<file path="src/logic/wd_reset_cause_map.svh">
/*
  Register offsets, field positions, reset values and counts of the
  watchdog and reset-cause block.
  Assumes inclusion by bare name from the block's design files.
*/
`ifndef WD_RESET_CAUSE_MAP_SVH
`define WD_RESET_CAUSE_MAP_SVH

// apb byte addresses, one aligned word each
`define WD_RESET_CAUSE_ADDR_CAUSE        12'h000
`define WD_RESET_CAUSE_ADDR_CONTROL      12'h004

// reset_cause_flags fields
`define WD_RESET_CAUSE_CAUSE_POWERON     0
`define WD_RESET_CAUSE_CAUSE_PIN         1
`define WD_RESET_CAUSE_CAUSE_BROWNOUT    2
`define WD_RESET_CAUSE_CAUSE_WD          3
`define WD_RESET_CAUSE_CAUSE_RESET       4'h1

// watchdog_control fields
`define WD_RESET_CAUSE_CTL_PRESCALE_LO   0
`define WD_RESET_CAUSE_CTL_RESET_EN      3
`define WD_RESET_CAUSE_CTL_UNLOCK        4
`define WD_RESET_CAUSE_CTL_PRESCALE_MSB  5
`define WD_RESET_CAUSE_CTL_IRQ_EN        6
`define WD_RESET_CAUSE_CTL_IRQ_FLAG      7
`define WD_RESET_CAUSE_PRESCALE_RESET    4'h0

// timing counts
`define WD_RESET_CAUSE_UNLOCK_CYCLES     3'h4
`define WD_RESET_CAUSE_TIMEOUT_BASE      2048
`define WD_RESET_CAUSE_PRESCALE_MAX      4'h9
`define WD_RESET_CAUSE_SLOW_OSC_HZ       128000

`endif

</file>
<file path="src/logic/wd_reset_cause_pkg.sv">
/*
  Types shared by the watchdog and reset-cause block.
  Assumes nothing of its surroundings.
*/
package wd_reset_cause_pkg;
  // watchdog operating mode, codes are {reset enable, interrupt enable}
  typedef enum logic [1:0] {
    MODE_STOP = 2'b00,
    MODE_IRQ  = 2'b01,
    MODE_RST  = 2'b10,
    MODE_BOTH = 2'b11
  } wd_reset_cause_mode_t;
endpackage

</file>
<file path="src/logic/wd_reset_cause_sync2.sv">
/*
  Two-flop synchroniser for a bundle of independent levels.
  Assumes each bit is a slow level; no bit relation survives the crossing.
*/
`timescale 1ns/1ps
`default_nettype none

module wd_reset_cause_sync2 #(
  parameter int unsigned      WIDTH   = 1,
  parameter logic [WIDTH-1:0] RST_VAL = '0
) (
  // clock and reset
  input  wire logic             clock,
  input  wire logic             arst_n,
  // levels
  input  wire logic [WIDTH-1:0] d,
  output logic      [WIDTH-1:0] q
);
  logic [WIDTH-1:0] meta_reg;
  logic [WIDTH-1:0] sync_reg;

  // first stage is read only by the second
  always_ff @(posedge clock or negedge arst_n) begin
    if (!arst_n) begin
      meta_reg <= RST_VAL;
      sync_reg <= RST_VAL;
    end else begin
      meta_reg <= d;
      sync_reg <= meta_reg;
    end
  end

  assign q = sync_reg;
endmodule

`default_nettype wire

</file>
<file path="src/logic/wd_reset_cause_top.sv">
/*
  Watchdog timer with reset-cause flags behind an APB slave.
  Assumes arst_n is the power-on reset; other reset sources, slow oscillator
  and fuse arrive asynchronously; cpu strobes are synchronous to clock.
*/
// How it works
// - watchdog reset sets cause bit 3; power-on or written zero clears it
// - brown-out sets cause bit 2; power-on or written zero clears it
// - pin reset sets cause bit 1; power-on or written zero clears it
// - power-on sets cause bit 0; only a written zero clears it
// - time-out in interrupt operation sets control bit 7; vector or written one clears
// - interrupt requested when global enable, bit 6 and flag are all set
// - reset-enable and interrupt-enable bits select stopped, interrupt, reset or both
// - combined mode first time-out sets flag; vector clears flag and enable
// - combined mode second time-out with flag still pending forces system reset
// - programmed always-on fuse forces system reset mode
// - clearing reset enable or changing prescale needs change enable set first
// - change enable clears itself four clock cycles after being written
// - reset enable held set while watchdog cause flag is set
// - prescale field is bits 5 and 2:0, bit 5 most significant
// - codes 0 to 9 select 2048 to 1048576 slow cycles, doubling
// - upper 28 cause bits are read-only zero
// - counter advances on slow oscillator cycles, seen through the synchroniser on system clock
// - time-out in reset mode gives a one-cycle system reset pulse
// - restart strobe clears the counter; software restarts before time-out
`timescale 1ns/1ps
`default_nettype none
`include "wd_reset_cause_map.svh"

module wd_reset_cause_top #(
  parameter int unsigned TIMEOUT_BASE = `WD_RESET_CAUSE_TIMEOUT_BASE,
  parameter int unsigned CNT_W        = 21
) (
  // clock and power-on reset
  input  wire logic        clock,
  input  wire logic        arst_n,
  // apb slave
  input  wire logic        psel,
  input  wire logic        penable,
  input  wire logic        pwrite,
  input  wire logic [11:0] paddr,
  input  wire logic [31:0] pwdata,
  output logic             pready,
  output logic      [31:0] prdata,
  output logic             pslverr,
  // asynchronous sources
  input  wire logic        slow_osc,
  input  wire logic        always_on_fuse,
  input  wire logic        brownout_reset,
  input  wire logic        pin_reset,
  // cpu side
  input  wire logic        wd_restart,
  input  wire logic        global_irq_enable,
  input  wire logic        irq_vector_ack,
  // results
  output logic             timeout_irq,
  output logic             sys_reset
);
  logic [3:0]             sync_q;
  logic                   osc_s;
  logic                   fuse_s;
  logic                   bo_s;
  logic                   pin_s;
  logic                   osc_prev_reg;
  logic                   slow_tick;
  logic                   fuse_prog_reg;
  logic                   pready_reg;
  logic [31:0]            prdata_reg;
  logic                   pslverr_reg;
  logic                   setup;
  logic                   hit_cause;
  logic                   hit_ctl;
  logic                   wr_cause;
  logic                   wr_ctl;
  logic [3:0]             cause_reg;
  logic [3:0]             cause_next;
  logic                   irq_flag_reg;
  logic                   irq_en_reg;
  logic                   reset_en_reg;
  logic                   reset_en_next;
  logic                   unlock_reg;
  logic [2:0]             unlock_cnt_reg;
  logic [3:0]             prescale_reg;
  logic [3:0]             prescale_next;
  logic                   irq_en_eff;
  logic                   reset_en_eff;
  logic [7:0]             ctl_rd;
  logic                   ctl_init;
  logic                   timeout;
  logic                   act_irq;
  logic                   act_rst;
  logic                   sys_reset_reg;
  logic                   timeout_irq_reg;
  wd_reset_cause_pkg::wd_reset_cause_mode_t   mode;

  // asynchronous levels; fuse resets to unprogrammed
  wd_reset_cause_sync2 #(
    .WIDTH   (4),
    .RST_VAL (4'h4)
  ) u_sync (
    .clock  (clock),
    .arst_n (arst_n),
    .d      ({slow_osc, always_on_fuse, brownout_reset, pin_reset}),
    .q      (sync_q)
  );
  assign osc_s  = sync_q[3];
  assign fuse_s = sync_q[2];
  assign bo_s   = sync_q[1];
  assign pin_s  = sync_q[0];

  // slow oscillator edge and fuse level, both taken after the synchroniser
  always_ff @(posedge clock or negedge arst_n) begin
    if (!arst_n) begin
      osc_prev_reg  <= 1'b0;
      fuse_prog_reg <= 1'b0;
    end else begin
      osc_prev_reg  <= osc_s;
      fuse_prog_reg <= ~fuse_s;
    end
  end
  assign slow_tick = osc_s & ~osc_prev_reg;

  // apb decode; access always completes in its first access cycle
  assign setup     = psel & ~penable;
  assign hit_cause = (paddr == `WD_RESET_CAUSE_ADDR_CAUSE);
  assign hit_ctl   = (paddr == `WD_RESET_CAUSE_ADDR_CONTROL);
  assign wr_cause  = psel & penable & pready_reg & pwrite & hit_cause;
  assign wr_ctl    = psel & penable & pready_reg & pwrite & hit_ctl;

  // effective enables as software sees them
  assign irq_en_eff   = irq_en_reg & ~fuse_prog_reg;
  assign reset_en_eff = reset_en_reg | fuse_prog_reg;
  assign ctl_rd = {irq_flag_reg, irq_en_eff, prescale_reg[3], unlock_reg,
                   reset_en_eff, prescale_reg[2:0]};

  // read data is captured in the setup cycle and held through the access
  always_ff @(posedge clock or negedge arst_n) begin
    if (!arst_n) begin
      pready_reg  <= 1'b0;
      prdata_reg  <= 32'h0000_0000;
      pslverr_reg <= 1'b0;
    end else begin
      pready_reg  <= setup;
      pslverr_reg <= setup & ~(hit_cause | hit_ctl);
      if (setup && hit_cause) begin
        prdata_reg <= {28'h000_0000, cause_reg};
      end else if (setup && hit_ctl) begin
        prdata_reg <= {24'h00_0000, ctl_rd};
      end else begin
        prdata_reg <= 32'h0000_0000;
      end
    end
  end

  // mode selection; the fuse overrides both enables
  assign mode = fuse_prog_reg ? wd_reset_cause_pkg::MODE_RST
                              : wd_reset_cause_pkg::wd_reset_cause_mode_t'({reset_en_reg, irq_en_reg});

  // time-out action by mode
  always_comb begin
    act_irq = 1'b0;
    act_rst = 1'b0;
    if (timeout) begin
      case (mode)
        wd_reset_cause_pkg::MODE_STOP: begin
          act_irq = 1'b0;
        end
        wd_reset_cause_pkg::MODE_IRQ: begin
          act_irq = 1'b1;
        end
        wd_reset_cause_pkg::MODE_RST: begin
          act_rst = 1'b1;
        end
        wd_reset_cause_pkg::MODE_BOTH: begin
          // a flag still pending means the handler never ran
          act_rst = irq_flag_reg;
          act_irq = ~irq_flag_reg;
        end
        default: begin
          act_rst = 1'b1;
        end
      endcase
    end
  end

  // any system reset, own or foreign, puts control back to its reset values, except a reset enable held by the watchdog cause
  assign ctl_init = sys_reset_reg | bo_s | pin_s;

  // cause flags; a new cause wins over a software clear in the same cycle
  always_comb begin
    cause_next = cause_reg;
    if (wr_cause) begin
      cause_next = cause_reg & pwdata[3:0];
    end
    cause_next[`WD_RESET_CAUSE_CAUSE_WD]       = cause_next[`WD_RESET_CAUSE_CAUSE_WD] | act_rst;
    cause_next[`WD_RESET_CAUSE_CAUSE_BROWNOUT] = cause_next[`WD_RESET_CAUSE_CAUSE_BROWNOUT] | bo_s;
    cause_next[`WD_RESET_CAUSE_CAUSE_PIN]      = cause_next[`WD_RESET_CAUSE_CAUSE_PIN] | pin_s;
  end

  // power-on sets only its own flag and clears the rest; other resets only add their own flags here
  always_ff @(posedge clock or negedge arst_n) begin
    if (!arst_n) begin
      cause_reg <= `WD_RESET_CAUSE_CAUSE_RESET;
    end else begin
      cause_reg <= cause_next;
    end
  end

  // change-enable window, closed by a plain write or after its count
  always_ff @(posedge clock or negedge arst_n) begin
    if (!arst_n) begin
      unlock_reg     <= 1'b0;
      unlock_cnt_reg <= 3'h0;
    end else if (ctl_init) begin
      unlock_reg     <= 1'b0;
      unlock_cnt_reg <= 3'h0;
    end else if (wr_ctl && pwdata[`WD_RESET_CAUSE_CTL_UNLOCK]) begin
      unlock_reg     <= 1'b1;
      unlock_cnt_reg <= `WD_RESET_CAUSE_UNLOCK_CYCLES;
    end else if (wr_ctl) begin
      unlock_reg     <= 1'b0;
      unlock_cnt_reg <= 3'h0;
    end else if (unlock_reg) begin
      unlock_cnt_reg <= unlock_cnt_reg - 3'h1;
      unlock_reg     <= (unlock_cnt_reg != 3'h1);
    end
  end

  // protected fields; setting reset enable is always allowed
  always_comb begin
    reset_en_next = reset_en_reg;
    prescale_next = prescale_reg;
    if (ctl_init) begin
      reset_en_next = 1'b0;
      prescale_next = `WD_RESET_CAUSE_PRESCALE_RESET;
    end else if (wr_ctl) begin
      if (pwdata[`WD_RESET_CAUSE_CTL_RESET_EN]) begin
        reset_en_next = 1'b1;
      end else if (unlock_reg) begin
        reset_en_next = 1'b0;
      end
      if (unlock_reg) begin
        prescale_next = {pwdata[`WD_RESET_CAUSE_CTL_PRESCALE_MSB], pwdata[2:0]};
      end
    end
    // a pending watchdog cause keeps the reset enabled
    if (cause_next[`WD_RESET_CAUSE_CAUSE_WD]) begin
      reset_en_next = 1'b1;
    end
  end

  always_ff @(posedge clock or negedge arst_n) begin
    if (!arst_n) begin
      reset_en_reg <= 1'b0;
      prescale_reg <= `WD_RESET_CAUSE_PRESCALE_RESET;
    end else begin
      reset_en_reg <= reset_en_next;
      prescale_reg <= prescale_next;
    end
  end

  // interrupt enable; vector clears it only in combined operation
  always_ff @(posedge clock or negedge arst_n) begin
    if (!arst_n) begin
      irq_en_reg <= 1'b0;
    end else if (ctl_init) begin
      irq_en_reg <= 1'b0;
    end else if (wr_ctl) begin
      irq_en_reg <= pwdata[`WD_RESET_CAUSE_CTL_IRQ_EN];
    end else if (irq_vector_ack && reset_en_reg) begin
      irq_en_reg <= 1'b0;
    end
  end

  // time-out flag; a fresh time-out wins over any clear
  always_ff @(posedge clock or negedge arst_n) begin
    if (!arst_n) begin
      irq_flag_reg <= 1'b0;
    end else if (act_irq) begin
      irq_flag_reg <= 1'b1;
    end else if (ctl_init || irq_vector_ack || (wr_ctl && pwdata[`WD_RESET_CAUSE_CTL_IRQ_FLAG])) begin
      irq_flag_reg <= 1'b0;
    end
  end

  // registered outputs; the request lags its causes by one cycle
  always_ff @(posedge clock or negedge arst_n) begin
    if (!arst_n) begin
      sys_reset_reg   <= 1'b0;
      timeout_irq_reg <= 1'b0;
    end else begin
      sys_reset_reg   <= act_rst;
      timeout_irq_reg <= global_irq_enable & irq_en_eff & irq_flag_reg;
    end
  end

  wd_reset_cause_wd_counter #(
    .TIMEOUT_BASE (TIMEOUT_BASE),
    .CNT_W        (CNT_W)
  ) u_counter (
    .clock    (clock),
    .arst_n   (arst_n),
    .tick     (slow_tick),
    .run      (mode != wd_reset_cause_pkg::MODE_STOP),
    .clear    (wd_restart | act_rst | ctl_init | (prescale_next != prescale_reg)),
    .prescale (prescale_reg),
    .timeout  (timeout),
    .count    ()
  );

  assign pready      = pready_reg;
  assign prdata      = prdata_reg;
  assign pslverr     = pslverr_reg;
  assign sys_reset   = sys_reset_reg;
  assign timeout_irq = timeout_irq_reg;

  AST_WD_CAUSE_SET:
  assert property (@(posedge clock) disable iff (!arst_n) act_rst |=> cause_reg[`WD_RESET_CAUSE_CAUSE_WD])
    else $error("watchdog cause not set after watchdog reset");

  AST_BO_CAUSE_SET:
  assert property (@(posedge clock) disable iff (!arst_n) bo_s |=> cause_reg[`WD_RESET_CAUSE_CAUSE_BROWNOUT] && !irq_en_reg)
    else $error("brown-out cause or control reset missing");

  AST_IRQ_FLAG_SET:
  assert property (@(posedge clock) disable iff (!arst_n)
    (timeout && mode == wd_reset_cause_pkg::MODE_IRQ) |=> irq_flag_reg && !sys_reset)
    else $error("interrupt-mode time-out did not set only the flag");

  AST_IRQ_REQUEST:
  assert property (@(posedge clock) disable iff (!arst_n)
    1'b1 |=> timeout_irq == $past(global_irq_enable && irq_en_eff && irq_flag_reg))
    else $error("interrupt request does not follow enables and flag");

  AST_BOTH_SECOND_TIMEOUT:
  assert property (@(posedge clock) disable iff (!arst_n)
    (timeout && mode == wd_reset_cause_pkg::MODE_BOTH && irq_flag_reg) |=> sys_reset ##1 !irq_en_reg)
    else $error("pending second time-out did not reset");

  AST_FUSE_FORCES_RESET:
  assert property (@(posedge clock) disable iff (!arst_n)
    fuse_prog_reg |-> mode == wd_reset_cause_pkg::MODE_RST && reset_en_eff && !irq_en_eff)
    else $error("programmed fuse not in reset mode");

  AST_PRESCALE_LOCKED:
  assert property (@(posedge clock) disable iff (!arst_n)
    (wr_ctl && !unlock_reg && !ctl_init) |=> prescale_reg == $past(prescale_reg))
    else $error("prescale changed without unlock");

  AST_UNLOCK_EXPIRES:
  assert property (@(posedge clock) disable iff (!arst_n)
    (wr_ctl && pwdata[`WD_RESET_CAUSE_CTL_UNLOCK] && !ctl_init) ##1 (!wr_ctl && !ctl_init) [*4] |=> !unlock_reg)
    else $error("change enable outlived four cycles");

  AST_CAUSE_HOLDS_ENABLE:
  assert property (@(posedge clock) disable iff (!arst_n) cause_reg[`WD_RESET_CAUSE_CAUSE_WD] |-> reset_en_reg)
    else $error("reset enable clear while watchdog cause set");

  AST_CAUSE_UPPER_ZERO:
  assert property (@(posedge clock) disable iff (!arst_n)
    (pready_reg && hit_cause) |-> prdata_reg[31:4] == 28'h000_0000)
    else $error("cause register upper bits not zero");

  AST_RESET_ONE_CYCLE:
  assert property (@(posedge clock) disable iff (!arst_n) sys_reset |=> !sys_reset)
    else $error("system reset pulse longer than one cycle");
endmodule

`default_nettype wire

</file>
<file path="src/logic/wd_reset_cause_wd_counter.sv">
/*
  Watchdog counter: counts slow-oscillator ticks up to the selected limit.
  Assumes tick is a one-cycle pulse per slow-oscillator period on clock.
*/
`timescale 1ns/1ps
`default_nettype none
`include "wd_reset_cause_map.svh"

module wd_reset_cause_wd_counter #(
  parameter int unsigned TIMEOUT_BASE = `WD_RESET_CAUSE_TIMEOUT_BASE,
  parameter int unsigned CNT_W        = 21
) (
  // clock and reset
  input  wire logic             clock,
  input  wire logic             arst_n,
  // control
  input  wire logic             tick,
  input  wire logic             run,
  input  wire logic             clear,
  input  wire logic [3:0]       prescale,
  // result
  output logic                  timeout,
  output logic      [CNT_W-1:0] count
);
  logic [CNT_W-1:0] count_reg;
  logic [3:0]       code_eff;
  logic [CNT_W-1:0] limit;

  // reserved codes fall back to the longest period
  assign code_eff = (prescale > `WD_RESET_CAUSE_PRESCALE_MAX) ? `WD_RESET_CAUSE_PRESCALE_MAX : prescale;
  assign limit    = CNT_W'(TIMEOUT_BASE) << code_eff;
  assign timeout  = run & tick & (count_reg == limit - CNT_W'(1));
  assign count    = count_reg;

  // counting stops and restarts from zero on clear, stop or time-out
  always_ff @(posedge clock or negedge arst_n) begin
    if (!arst_n) begin
      count_reg <= '0;
    end else if (!run || clear || timeout) begin
      count_reg <= '0;
    end else if (tick) begin
      count_reg <= count_reg + CNT_W'(1);
    end
  end

  AST_CNT_ZERO_AFTER_EVENT:
  assert property (@(posedge clock) disable iff (!arst_n) (timeout || clear) |=> count_reg == '0)
    else $error("counter not back at zero after restart or time-out");
endmodule

`default_nettype wire

</file>
<file path="config.mk">
export PLATFORM = sky130hd
export DESIGN_NAME = wd_reset_cause_top
export DESIGN_NICKNAME = d
export VERILOG_FILES = /design/src/logic/wd_reset_cause_pkg.sv /design/src/logic/wd_reset_cause_sync2.sv /design/src/logic/wd_reset_cause_top.sv /design/src/logic/wd_reset_cause_wd_counter.sv
export VERILOG_INCLUDE_DIRS = /design/src /design/src/logic
export SDC_FILE = /design/constraint.sdc
export NUM_CORES = 1
export LEC_CHECK = 0
export ABC_AREA = 1
export BUFFER_PORTS_ARGS = -buffer_cell sky130_fd_sc_hd__buf_4
export CAP_MARGIN = 10
export CORE_ASPECT_RATIO = 0.9
export CORE_MARGIN = 5
export CORE_UTILIZATION = 55
export DETAILED_ROUTE_END_ITERATION = 6
export GPL_ROUTABILITY_DRIVEN = 0
export MAX_ROUTING_LAYER = met4
export PLACE_DENSITY_LB_ADDON = 0.15
export SYNTH_ARGS = -nofsm -noshare
export SYNTH_HDL_FRONTEND = slang
export SYNTH_SLANG_ARGS = --single-unit
</file>
<file path="constraint.sdc">
create_clock -name clock -period 4.47 [get_ports clock]
set_input_delay 0 -clock clock [delete_from_list [all_inputs] [get_ports clock]]
set_output_delay 0 -clock clock [all_outputs]
set_load 0.05 [all_outputs]
</file>
# Yosys cells after proc, flatten, opt, wreduce, memory -nomap -nowiden
# Cells that the tools add are included.
dict set report op_classes {
  addsub 3
  magnitude_cmp 1
  n_eq_ne 7
  n_shift 1
  muxes 32
  n_bitwise 30
  reduce_logical 19
}
# op count
set op_table {}
lappend op_table {{21-bit two-way mux} 2}
lappend op_table {{32-bit two-way mux} 1}
lappend op_table {{21-bit by 1-bit adder with 21-bit output (second input constant)} 1}
lappend op_table {{21-bit equality test} 1}
lappend op_table {{12-bit by 4-bit << shifter with 21-bit output (first input constant)} 1}
lappend op_table {{21-bit by 1-bit subtractor with 21-bit output (second input constant)} 1}
lappend op_table {{4-bit two-way mux} 5}
lappend op_table {{1-bit two-way mux} 16}
lappend op_table {{1-bit bitwise AND} 13}
lappend op_table {{12-bit by 3-bit equality test with 1-bit output (second input constant)} 1}
lappend op_table {{12-bit zero test} 1}
lappend op_table {{3-bit two-way mux} 4}
lappend op_table {{1-bit bitwise OR} 10}
lappend op_table {{8-bit two-way mux} 1}
lappend op_table {{4-bit nonzero test} 2}
lappend op_table {{1-bit NOT} 6}
lappend op_table {{2-bit nonzero test} 3}
lappend op_table {{3-bit nonzero test} 2}
lappend op_table {{1-bit logical AND} 5}
lappend op_table {{4-bit bitwise AND} 1}
lappend op_table {{2-bit equality test (second input constant)} 2}
lappend op_table {{4-bit > comparator (second input constant)} 1}
lappend op_table {{1-bit logical OR} 4}
lappend op_table {{4-bit != test} 1}
lappend op_table {{7 further kinds} 8}
dict set report totals {
  ff_bits 82
  input_bits 56
  output_inout_bits 36
  word_cells 111
}

# Logic depth before layout (Yosys ltp)
# Gate-level depths: netlist (run 1).
dict set report logic_depth {
  depth_word 13
  ltp_mapped 17
  depth_no_buf 16
}

# Cells and area by module
# From an unflattened synthesis (run 1), not the netlist that was laid out.
dict set report unflattened {
  hier_cells 429
  hier_area_um2 3314.4
}
# mod instances cells_per_inst area_each_um2 seq_area_each_um2
set modules_own_cells {}
lappend modules_own_cells {wd_reset_cause_top 1 209 1652.8 726.9}
lappend modules_own_cells {wd_reset_cause_wd_counter 1 212 1458.9 525.5}
lappend modules_own_cells {wd_reset_cause_sync2 1 8 202.7 202.7}

# Least setup slack after synthesis (run 1)
# No wires, ideal clock.
dict set report synth_timing {
  path_type {register to register}
  start {reg prescale_reg[3]}
  end {reg u_counter.count_reg[15] (netlist: u_counter.count[15])}
  setup_time_ps 122
  arrival_ps 1943
  required_time_ps 4348
  path_slack_ps 2405
  path_stages_with_launch 15
  path_buffers 1
  period_less_slack_ps 2065
  path_cell_list {dfrtp_1 -> nor2_1 -> nand2_1 -> ha_1 -> xor2_1 -> nand3_1 -> nor2_1 -> nand2_1 -> nor2_1 -> nand2_2 -> nand3_2 -> nor2_2 -> nand3_2 -> buf_6 -> nor2_2}
}
dict set report synth_between {
  elab_chain_cells 13
  elab_cells_between_ends 18
  cone_classes {add/sub: 1; order compare: 1; eq/ne: 2; shift: 1; mux: 6; bitwise: 4; reduce/logical: 3}
}
# item line_no
set synth_rtl {}
lappend synth_rtl {{start: declaration} wd_reset_cause_top.sv:83} ;# logic [3:0] prescale_reg;
lappend synth_rtl {{start signal: assignment} wd_reset_cause_top.sv:255} ;# prescale_reg <= `WD_RESET_CAUSE_PRESCALE_RESET;
lappend synth_rtl {{start signal: assignment} wd_reset_cause_top.sv:258} ;# prescale_reg <= prescale_next;
lappend synth_rtl {{4-bit > comparator (no source line)} --}
lappend synth_rtl {{4-bit two-way mux} wd_reset_cause_wd_counter.sv:30} ;# assign code_eff = (prescale > `WD_RESET_CAUSE_PRESCALE_MAX) ? `WD_RESET_CAUSE_PRESCALE_MAX : prescale;
lappend synth_rtl {{12-bit by 4-bit << shifter with 21-bit output} wd_reset_cause_wd_counter.sv:31} ;# assign limit = CNT_W'(TIMEOUT_BASE) << code_eff;
lappend synth_rtl {{21-bit by 1-bit subtractor with 21-bit output} wd_reset_cause_wd_counter.sv:32} ;# assign timeout = run & tick & (count_reg == limit - CNT_W'(1));
lappend synth_rtl {{21-bit equality test} wd_reset_cause_wd_counter.sv:32}
lappend synth_rtl {{1-bit bitwise AND} wd_reset_cause_wd_counter.sv:32}
lappend synth_rtl {{1-bit two-way mux} wd_reset_cause_top.sv:163} ;# if (timeout) begin
lappend synth_rtl {{1-bit bitwise OR (3 in a row)} wd_reset_cause_top.sv:305} ;# .clear (wd_restart | act_rst | ctl_init | (prescale_next != prescale_reg)),
lappend synth_rtl {{1-bit logical OR} wd_reset_cause_wd_counter.sv:39} ;# end else if (!run || clear || timeout) begin
lappend synth_rtl {{1-bit logical OR (*)} wd_reset_cause_wd_counter.sv:39}
lappend synth_rtl {{21-bit two-way mux or 2-bit nonzero test (tied branches)} --}
lappend synth_rtl {{end signal: assignment} wd_reset_cause_wd_counter.sv:42} ;# count_reg <= count_reg + CNT_W'(1);
lappend synth_rtl {{end: declaration} wd_reset_cause_wd_counter.sv:25} ;# logic [CNT_W-1:0] count_reg;
# Every way passes the cells marked *; elsewhere a longest branch is shown, timed or not.
# A chain may end at the register's enable or synchronous reset.

# Final worst setup path (run 1)
dict set report layout_timing {
  start {reg prescale_reg[3]}
  end {reg u_counter.count_reg[1] (netlist: u_counter.count[1])}
}
# The elaborated chain is that of the path after synthesis.

==> metrics.cfg, run 1 <==
[outcome]
run_status=completed

[timing]
setup_violations=0
timing.slew.headroom_pct=52.73
period_needed_ps=2785
layout_setup_ws_ps=1685
fmax_mhz=359.1
fin_crit_sh_pct=62.29
fin_tns_setup_ps=0
rsz0062_at_grt=false
drv_slew=0
tightestPinTransition_ps=709.0
skew_ps=9.020
finalHoldViolCount=0

[setup_path]
r2r-start=prescale_reg[3]
critPathMaxFanout=21
timing.rr.end=u_counter.count[1]
worstPathCellList=nor2_1 > nand2_1 > ha_1 > inv_1 > nand2_1 > nand2_1 > nand3_1 > nand2_1 > nor2_1 > nand2_1 > nor2_1 > nand2_2 > nand3_2 > nor2_2 > nand3_2 > nor2_2
reg2reg_depth=16
worstPathArrival_ps=3040
crit_path_end_kind=flip-flop
required_ps=4730
startpoint_type=flip-flop
worstPathBufferInverterCount=1
cpMostUsedCell=nand2_1
r2r_setup_slack_ps=1690
worst_path_max_delay_cell=dfrtp_1
max_stage_delay_ps=500
path_class=reg2reg
cp_top_family=simple AND/OR/NAND/NOR gates

[yosys]
synth.area.mux_share_pct=0.3015
ys_seq_elements=58
synth-adder-area-share_pct=1.508
synth_top_family_by_area=simple AND/OR/NAND/NOR gates
syn_avg_cell_area_um2=7.941
yosysSeqAreaShare_pct=43.84
synth_compound_area_share_pct=5.918
synth_area_um2=3319
ys_types=37
yosys_warnings=0
synthXorXnorAreaFrac_pct=3.958
syn_inst=418
synth-simple-area-share_pct=31.96

[global_routing]
grt_pass1_vias=2767
antenna_found_initial=0
grt.overflow.total=0
grt_use_total_pct=20.60
grt_max_degree=59
grt_pass1_wl_um=12630

[worst_hold_path]
min_to=pslverr
hold_class=in2reg
hold_depth=4
min_from=paddr[0]

[floorplanning]
num_io_pins=92
fp.dieH_um=83.70
die_area_um2=7691
start_util_pct=57.65
core_um2=5758
die_w_um=91.89
std_cell_rows=26

[cts]
cts_htree_levels=3
worstSkewPairLatency_ps=340
cts_resized=0
path_clk_slew_ps=70
cts_tree=built
post_cts_buffers=0
clockBufferDepth=2
root_buffer=clkbuf_8
cts.sinks=58
cts_made_buffers=9
ctsHoldBuffers=19

[detailed_routing]
routed_via_density=4.955
drt-pass1-iter-count=4
postRouteAntennaNets=0
drt_iter0_drc=153
route.detailed.drc=0
wl_per_cell_um=12.64
drt_wl_total_um=7091
dr_total_vias=2780

[layout]
antenna_cells=0
n_fill_cell=463
largest_reg_flops=21
layout.nets=546
ff_latch_area_um2=1455
multi_input_comb_area_um2=1539
area_growth_syn_to_layout_pct=20.88
drive_gt1_share_pct=21.38

[placed_design]
dp.final_hpwl_um=5154
io_buffers=43
dp_slack_ps=1696

[pwr]
powerDensity_nw_per_um2=294.1
peakVddDrop_uv=263.2
p_leak_nw=1.913

[run]
cap_violations=0

worst max-delay path by stage:
stage / cells past startpoint / from / endpoint / slack [ps]
after global routing: 16 / prescale_reg[3] / u_counter.count[1] / 1330
after detailed placement: 16 / prescale_reg[3] / u_counter.count[1] / 1700
after global placement: 16 / prescale_reg[3] / u_counter.count[20] / 1750
after CTS: 16 / prescale_reg[3] / u_counter.count[7] / 1680
final: 16 / prescale_reg[3] / u_counter.count[1] / 1690
after floorplan: 14 / prescale_reg[3] / u_counter.count[15] / 2410
cell families after synthesis:
family / Yosys count
and+or+nand+nor: 225
adders and majority gates: 4
muxes: 1
buffers and inverters: 80
DFF: 58
other: 1
xor gates and xnor gates: 15
AOI/OAI and AO/OA: 34
through the flow:
| step | area [um^2] | hold WS, ps | util [%] | std cells | total power, mW |
|---|---|---|---|---|---|
| 2_1_floorplan | 3406 | -295.6 | - | 441 | 0.6276 |
| 3_3_place_gp | 3603 | 98.36 | 62.58 | 526 | 0.6463 |
| 3_5_place_dp | 3603 | 107.2 | 62.58 | 526 | 0.6478 |
| 4_1_cts | 4013 | 6.388 | 69.69 | 561 | 1.188 |
| 5_1_grt | 4013 | 61.75 | 69.69 | 561 | 1.226 |
| 6_report | 4013 | 15.64 | 69.69 | 561 | 1.180 |
layer usage:
layer / global-route usage, % / part of all wire, % / vias up
met5: - / 0 / -
met4: 5.263 / 1.4 / 0
met3: 4.869 / 5.2 / 10
met2: 32.36 / 47 / 67
met1: 26.99 / 46 / 1296
li1: - / - / 1407
cell usage in the layout (no fill, tap or decap), drive strengths merged:
master | synthesis | layout
xor2 | 13 | 13
nor2 | 75 | 75
nor3 | 7 | 7
or2 | 4 | 4
nand2 | 96 | 96
mux2i | 1 | 1
dfstp | 3 | 3
nand3 | 26 | 26
o21ai | 13 | 13
buf | 29 | 44
bufinv | 0 | 2
xnor2 | 2 | 2
inv | 50 | 50
clkbuf | 0 | 10
and2 | 1 | 1
o311ai | 1 | 1
nand4 | 9 | 9
clkinv | 1 | 5
a21oi | 10 | 10
nor3b | 1 | 1
nand3b | 4 | 4
conb | 1 | 24
o22ai | 5 | 5
dfrtp | 55 | 55
nor4 | 2 | 2
o21bai | 5 | 5
dlygate4sd3 | 0 | 19
ha | 4 | 4
synth_stat cells:
| cell | n | area share [%] |
|---|---|---|
| buf_2 | 2 | 0.30 |
| a21oi_1 | 10 | 1.5 |
| nor3b_1 | 1 | 0.23 |
| ha_1 | 4 | 1.5 |
| clkinv_1 | 1 | 0.11 |
| or2_1 | 1 | 0.19 |
| nor2_4 | 2 | 0.68 |
| nand2_2 | 4 | 0.75 |
| nand3_4 | 1 | 0.53 |
| nor2_1 | 48 | 5.4 |
| conb_1 | 1 | 0.11 |
| o21bai_1 | 5 | 1.1 |
| nor4_2 | 1 | 0.38 |
| buf_6 | 2 | 0.68 |
| o21ai_1 | 1 | 0.15 |
| nor2_2 | 25 | 4.7 |
| inv_1 | 46 | 5.2 |
| or2_2 | 3 | 0.57 |
| nor4_1 | 1 | 0.19 |
| inv_2 | 4 | 0.45 |
| o21ai_0 | 11 | 1.7 |
| nand4_1 | 9 | 1.7 |
| dfstp_2 | 3 | 2.4 |
| nand3_1 | 23 | 3.5 |
| nand2_1 | 92 | 10 |
| mux2i_1 | 1 | 0.30 |
| xor2_1 | 13 | 3.4 |
| nor3_1 | 7 | 1.1 |
| nand3b_1 | 4 | 0.90 |
| o311ai_0 | 1 | 0.26 |
| o21ai_2 | 1 | 0.26 |
| dfrtp_1 | 55 | 41 |
| xnor2_1 | 2 | 0.53 |
| and2_1 | 1 | 0.19 |
| o22ai_1 | 5 | 0.94 |
| buf_4 | 25 | 5.7 |
| nand3_2 | 2 | 0.60 |
where the power goes:
part,internal [mW],switching (mW)
Clock,0.315,0.214
Sequential,0.532,0.00289
Combinational,0.0344,0.0818
Total,0.882,0.298
tightest hold or removal path: stages:
cell and delay, ps:
buf_4 80, nor2_1 40, nand3b_1 80, and2_1 120
final cells by class:
type                    instances  share of cell area (%)
flip-flops and latches         58                   36.26
repair buffers                 63                   12.97
well taps                      70                   2.183
multi-input cells             303                   38.35
inverters                      51                   4.771
clock inverters                 6                   2.276
clock buffers                  10                   3.181
No activity file was read; power rests on OpenSTA's default activity.
==> run 2: changes to the inputs <==
--- a/config.mk
+++ b/config.mk
@@ -11,7 +11,7 @@
 export CAP_MARGIN = 10
 export CORE_ASPECT_RATIO = 0.9
 export CORE_MARGIN = 5
-export CORE_UTILIZATION = 55
+export CORE_UTILIZATION = 53
 export DETAILED_ROUTE_END_ITERATION = 6
 export GPL_ROUTABILITY_DRIVEN = 0
 export MAX_ROUTING_LAYER = met4
==> constraint.sdc (replaced) <==
create_clock -name clock -period 2.75 [get_ports clock]
set_input_delay 0 -clock clock [delete_from_list [all_inputs] [get_ports clock]]
set_output_delay 0 -clock clock [all_outputs]
set_load 0.05 [all_outputs]
==> run 2 against run 1 <==
  * Wire length up 0.86%
  * Fmax up 16%
  * Highest routed layer unchanged
  * Setup slack worse by 1300 ps
  * Critical path type unchanged
  * Die area up 3.3%
  * Register-to-register slack worse by 1300 ps
  * Largest power group is now the clock network
==> metrics.cfg, run 2 (same netlist as run 1, synthesis figures left out) <==
[outcome]
run_status=completed

[pwr]
p_leak_nw=1.928  ; +0.79%
powerDensity_nw_per_um2=500.1  ; +70%
peakVddDrop_uv=578.5  ; +120%

[placed_design]
place_inst=545  ; +3.6%
dp.final_hpwl_um=5207  ; +1.0%
io_buffers=43  ; unchanged

[cts]
cts_tree=built
cts_resized=0  ; unchanged
clockBufferDepth=2  ; unchanged
root_buffer=clkbuf_8
cts_htree_levels=3  ; unchanged
cts.sinks=58  ; unchanged
worstSkewPairLatency_ps=340  ; about the same
path_clk_slew_ps=70  ; about the same
cts_made_buffers=9  ; unchanged

[detailed_routing]
drt_iter0_drc=206  ; +35%
drt-pass1-iter-count=4  ; unchanged
wl_per_cell_um=12.42  ; -1.8%
dr_total_vias=2792  ; +0.43%
routed_via_density=4.847  ; -2.2%
postRouteAntennaNets=0  ; unchanged
drt_wl_total_um=7152  ; +0.86%
route.detailed.drc=0  ; unchanged

[layout]
antenna_cells=0  ; unchanged
final_common_cell=nand2_1
stdcell_count=576  ; +2.7%
largest_reg_flops=21  ; unchanged
area_growth_syn_to_layout_pct=22.05
ff_latch_area_um2=1455  ; unchanged
n_fill_cell=504  ; +8.9%
multi_input_comb_area_um2=1539  ; unchanged
drive_gt1_share_pct=22.09  ; +0.70 points
final_cell_mix=92 x nand2_1, 55 x dfrtp_1, 48 x nor2_1, 46 x inv_1, 45 x buf_4
layout.nets=544  ; -0.37%

[worst_hold_path]
hold_depth=3  ; -1
hold_class=in2reg

[timing]
tightestPinTransition_ps=718.1  ; +9.066 ps
rsz0062_at_grt=false
fmax_mhz=417.9  ; +16%
setup_violations=0  ; unchanged
finalHoldViolCount=0  ; unchanged
skew_ps=10.40  ; +1.383 ps
fin_tns_setup_ps=0  ; unchanged
timing.slew.headroom_pct=52.13  ; -0.60 points
drv_slew=0  ; unchanged
period_needed_ps=2393  ; -391.8 ps
fin_crit_sh_pct=87.01  ; +25 points

[global_routing]
grt.overflow.total=0  ; unchanged
grt_pass1_wl_um=12550  ; -0.60%
grt_pass1_vias=2777  ; +0.36%
antenna_found_initial=0  ; unchanged
grt_use_total_pct=20.41  ; -0.18 points
grt_max_degree=59  ; unchanged

[floorplanning]
core_um2=6115  ; +6.2%
die_w_um=93.42  ; +1.7%
std_cell_rows=27  ; +3.8%
num_io_pins=92  ; unchanged
die_area_um2=7948  ; +3.3%
fp.dieH_um=85.08  ; +1.6%
start_util_pct=54.29  ; -3.4 points

[setup_path]
path_class=reg2reg
required_ps=2980  ; -1750 ps
r2r_setup_slack_ps=360  ; -1330 ps
startpoint_type=flip-flop
crit_path_end_kind=flip-flop
worstPathArrival_ps=2620  ; -420 ps
reg2reg_depth=14  ; -2
critPathMaxFanout=21  ; unchanged

[run]
cap_violations=0  ; unchanged

-- run 2: worst max-delay path, stage by stage (launching register included) --
cell     delay (ps)
dfrtp_1         490
nor2_1          280
nand2_1         140
ha_1            310
xor2_1          160
nand3_1          90
nor2_1          110
nand2_1          60
nor2_1          120
nand2_2          90
nand3_2          70
nor2_2           40
nand3_2          70
buf_12          180
nor2_2           50
-- run 2: power breakdown --
| part | total [mW] | switching, mW | leakage (nW) | internal (mW) |
|---|---|---|---|---|
| Sequential | 0.869 | 0.00469 | 0.758 | 0.864 |
| Combinational | 0.188 | 0.132 | 1.05 | 0.0561 |
| Clock | 0.969 | 0.361 | 0.124 | 0.609 |
-- run 2: worst paths after layout --
check,start,end
worst max-delay path,prescale_reg[3],u_counter.count[4]
worst min-delay path,paddr[3],pslverr
worst max register to register,prescale_reg[3],u_counter.count[4]
worst min register to register,u_sync.meta_reg[0],u_sync.q[0]
max in group asynchronous,arst_n,u_counter.count[15]
min in group asynchronous,arst_n,unlock_cnt_reg[2]
-- run 2: cell type report --
type | instances | area share [%]
clock inverter | 7 | 3.088
clock buffer | 9 | 3.057
tap | 87 | 2.687
timing repair buffer | 61 | 12.54
multi-input combinational | 303 | 37.99
inverter | 51 | 4.725
sequential | 58 | 35.92
-- run 2: metrics by stage --
step	instance area, um^2	util [%]	setup slack [ps]	hold slack, ps	power, mW
finish	4051	66.26	357.2	13.74	2.026
global route	4051	66.26	87.56	13.87	2.106
CTS	4051	66.26	361.8	0.9855	2.045
detailed placement	3652	59.73	381.5	107.0	1.057
global placement	3652	59.73	405.0	98.51	1.054
floorplan	3406	-	685.0	-295.6	1.020
-- run 2: timing repair --
item / in CTS / in global routing
hold endpoints to repair: 68 / 0
setup buffers: 0 / 0
setup endpoints to repair: 0 / 0
hold buffers: 15 / 0
-- run 2: metal layers --
| layer | vias to the layer above | global-route usage (%) | wire, um |
|---|---|---|---|
| li1 | 1403 | - | - |
| met1 | 1288 | 26.23 | 3308 |
| met2 | 85 | 31.17 | 3290 |
| met3 | 16 | 5.585 | 390 |
| met4 | 0 | 6.924 | 163 |
| met5 | - | - | 0 |
==> run 3: changes to the inputs <==
--- a/config.mk
+++ b/config.mk
@@ -6,12 +6,12 @@
 export SDC_FILE = /design/constraint.sdc
 export NUM_CORES = 1
 export LEC_CHECK = 0
-export ABC_AREA = 1
+export ABC_AREA = 0
 export BUFFER_PORTS_ARGS = -buffer_cell sky130_fd_sc_hd__buf_4
 export CAP_MARGIN = 10
 export CORE_ASPECT_RATIO = 0.9
 export CORE_MARGIN = 5
-export CORE_UTILIZATION = 53
+export CORE_UTILIZATION = 52
 export DETAILED_ROUTE_END_ITERATION = 6
 export GPL_ROUTABILITY_DRIVEN = 0
 export MAX_ROUTING_LAYER = met4
==> run 3 against run 2 <==
  * The run now ends with setup timing left
  * Fmax fell by 16%
  * Register-to-register slack got worse by 440 ps
  * Final area fell by 5.7%
  * Non-clock buffer count rose by 11
  * Die area fell by 5.2%
  * Critical path depth fell by 5
==> metrics.cfg, run 3 <==
[outcome]
run_status=complete, but fails checks
violations=setup timing

[yosys]
ys_types=51  ; +38%
synth_area_leader_cell=dfrtp_1
synth_area_um2=3067  ; -7.6%
synth_common_cells=55 x dfrtp_1, 37 x nor2_1, 26 x nand2_1, 24 x buf_4
yosys_warnings=0  ; unchanged
synth_compound_area_share_pct=8.486  ; +2.6 points
synth_top_area_share_pct=44.88  ; +3.4 points
synth_ff_type=dfrtp_1
synth_top_family_by_area=simple AND/OR/NAND/NOR gates
yosysMostFrequentCell=dfrtp_1
synthXorXnorAreaFrac_pct=7.997  ; +4.0 points
synth-simple-area-share_pct=22.93  ; -9.0 points
ys_async_sr_fraction_pct=100.0  ; unchanged
synth.area.mux_share_pct=2.938  ; +2.6 points
yosysSeqAreaShare_pct=47.45  ; +3.6 points
syn_avg_cell_area_um2=9.798  ; +23%
ys_seq_elements=58  ; unchanged
synth-edff-count=0  ; unchanged
synth-adder-area-share_pct=1.632  ; +0.12 points
syn_inst=313  ; -25%
synth.area.top_cells=dfrtp_1 45%, buf_4 5.9%, nor2_1 4.5%

[pwr]
powerDensity_nw_per_um2=476.9  ; -4.6%
p_leak_nw=1.736  ; -10%
peakVddDrop_uv=359.7  ; -38%

[setup_path]
path_class=reg2reg
crit_path_end_kind=flip-flop
r2r_setup_slack_ps=-80  ; -440 ps
max_stage_delay_ps=540  ; +50 ps
critPathMaxFanout=16  ; -24%
worstPathArrival_ps=3050  ; +430 ps
worstPathBufferInverterCount=1  ; unchanged
worstPathCellList=or4b_4 > ha_4 > xnor2_1 > or3_1 > a211o_1 > or4_4 > o21bai_4 > buf_12 > nor2_1
required_ps=2970  ; about the same
worst_path_max_delay_cell=or4b_4
startpoint_type=flip-flop
cp_top_family=simple AND/OR/NAND/NOR gates

[placed_design]
dp.final_hpwl_um=4550  ; -13%
io_buffers=43  ; unchanged
dp_slack_ps=-78.22  ; -459.7 ps
place_inst=423  ; -22%
place_area_um2=3435  ; -6.0%

[timing]
setup_violations=19  ; +19
drv_slew=0  ; unchanged
layout_setup_ws_ps=-84.36  ; -441.6 ps
skew_ps=7.795  ; -2.608 ps
fmax_mhz=352.8  ; -16%
fin_crit_sh_pct=103.1  ; +16 points
rsz0062_at_grt=true
tightestPinTransition_ps=717.0  ; -1.064 ps
fin_hold_ws_ps=77.25  ; +63.51 ps
period_needed_ps=2834  ; +441.6 ps
finalHoldViolCount=0  ; unchanged
timing.slew.headroom_pct=52.20  ; +0.071 points

[layout]
layout.nets=443  ; -19%
largest_reg_flops=21  ; unchanged
area_growth_syn_to_layout_pct=24.56
stdcell_count=457  ; -21%
final_common_cell=dfrtp_1
design_area_um2=3820  ; -5.7%
antenna_cells=0  ; unchanged
drive_gt1_share_pct=20.93  ; -1.2 points
utilization_pct=67.10  ; +0.84 points
final_cell_mix=55 x dfrtp_1, 52 x buf_4, 37 x nor2_1, 26 x nand2_1, 24 x conb_1

[cts]
cts_htree_levels=3  ; unchanged
cts_made_buffers=9  ; unchanged
clockBufferDepth=2  ; unchanged
cts.sinks=58  ; unchanged
path_clk_slew_ps=60  ; about the same
root_buffer=clkbuf_8
worstSkewPairLatency_ps=330  ; about the same
cts_tree=built

[detailed_routing]
top_layer=met4
wl_met2_um=3077  ; -6.5%
wl_per_cell_um=14.08  ; +13%
dr_total_vias=2312  ; -17%
postRouteAntennaNets=0  ; unchanged
drt_wl_total_um=6436  ; -10%
wl_met3_um=456  ; +17%
drt-pass1-iter-count=4  ; unchanged
drt-met1-wl_um=2825  ; -15%
route.detailed.drc=0  ; unchanged
routed_via_density=5.059  ; +4.4%
drt_iter0_drc=80  ; -61%

[global_routing]
grt_pass1_vias=2291  ; -18%
grt.overflow.total=0  ; unchanged
antenna_found_initial=0  ; unchanged
grt_max_degree=59  ; unchanged
grt_use_total_pct=18.21  ; -2.2 points
grt_pass1_wl_um=10950  ; -13%

[floorplanning]
start_util_pct=53.87  ; -0.42 points
fp.dieH_um=82.86  ; -2.6%
die_w_um=90.95  ; -2.6%
std_cell_rows=26  ; -3.7%
num_io_pins=92  ; unchanged
die_area_um2=7536  ; -5.2%
core_um2=5693  ; -6.9%

[worst_hold_path]
hold_class=in2reg

[run]
cap_violations=0  ; unchanged

run 3: cells by family (layout without fill, tap and decap cells):
family / Yosys count / count (layout)
multiplexers: 9 / 9
flip-flops: 58 / 58
adder cells (fa/ha/maj): 4 / 4
buffers and inverters: 43 / 94
AND/OR/NAND/NOR: 134 / 134
XOR/XNOR: 28 / 28
AO/OA/AOI/OAI: 36 / 36
other: 1 / 24
run 3: stage by stage:
stage | setup TNS, ps | total power, mW
global placement | -501.9 | 1.043
floorplan | -4388 | 1.009
CTS | -1587 | 1.848
detailed placement | -1288 | 1.044
finish | -1392 | 1.822
global route | -3217 | 1.909
run 3: power breakdown:
part / switching [mW] / internal (mW)
Sequential: 0.00413 / 0.864
Combinational: 0.122 / 0.0578
Clock: 0.314 / 0.460
Total: 0.440 / 1.38
run 3: cell type report:
| cell class | instances | area (um^2) |
|---|---|---|
| clock buffer | 12 | 155.1 |
| clock inverter | 3 | 40.04 |
| tap | 70 | 87.58 |
| multi-input combinational | 235 | 1455 |
| sequential | 58 | 1455 |
| fill | 485 | 1873 |
| inverter | 7 | 26.28 |
| timing repair buffer | 72 | 600.6 |
run 3: final timing paths:
check / startpoint / to / cells after the start
setup / recovery: prescale_reg[2] / u_counter.count[19] / 9
hold / removal: psel / pslverr / 3
setup reg to reg: prescale_reg[2] / u_counter.count[19] / 9
hold reg to reg: u_sync.meta_reg[3] / u_sync.q[3] / 0
max in group asynchronous: arst_n / irq_flag_reg / 2
min in group asynchronous: arst_n / prdata[2] / 2
run 3: layer usage:
metal  global-route usage (%)  vias up
met5                        -        -
li1                         -     1155
met2                    27.52       66
met3                    6.962        9
met1                    23.05     1082
met4                    4.800        0
run 3: worst register-to-register path: stages (launching register included):
cell,delay (ps)
dfrtp_1,410
or4b_4,540
ha_4,230
xnor2_1,110
or3_1,310
a211o_1,250
or4_4,510
o21bai_4,170
buf_12,150
nor2_1,60
run 3: what timing repair did:
item	CTS	global route
pin swaps	0	0
gates resized for setup	0	0
hold endpoints to repair	76	0
buffers inserted	0	0
hold buffers	19	0
setup endpoints to repair	19	19
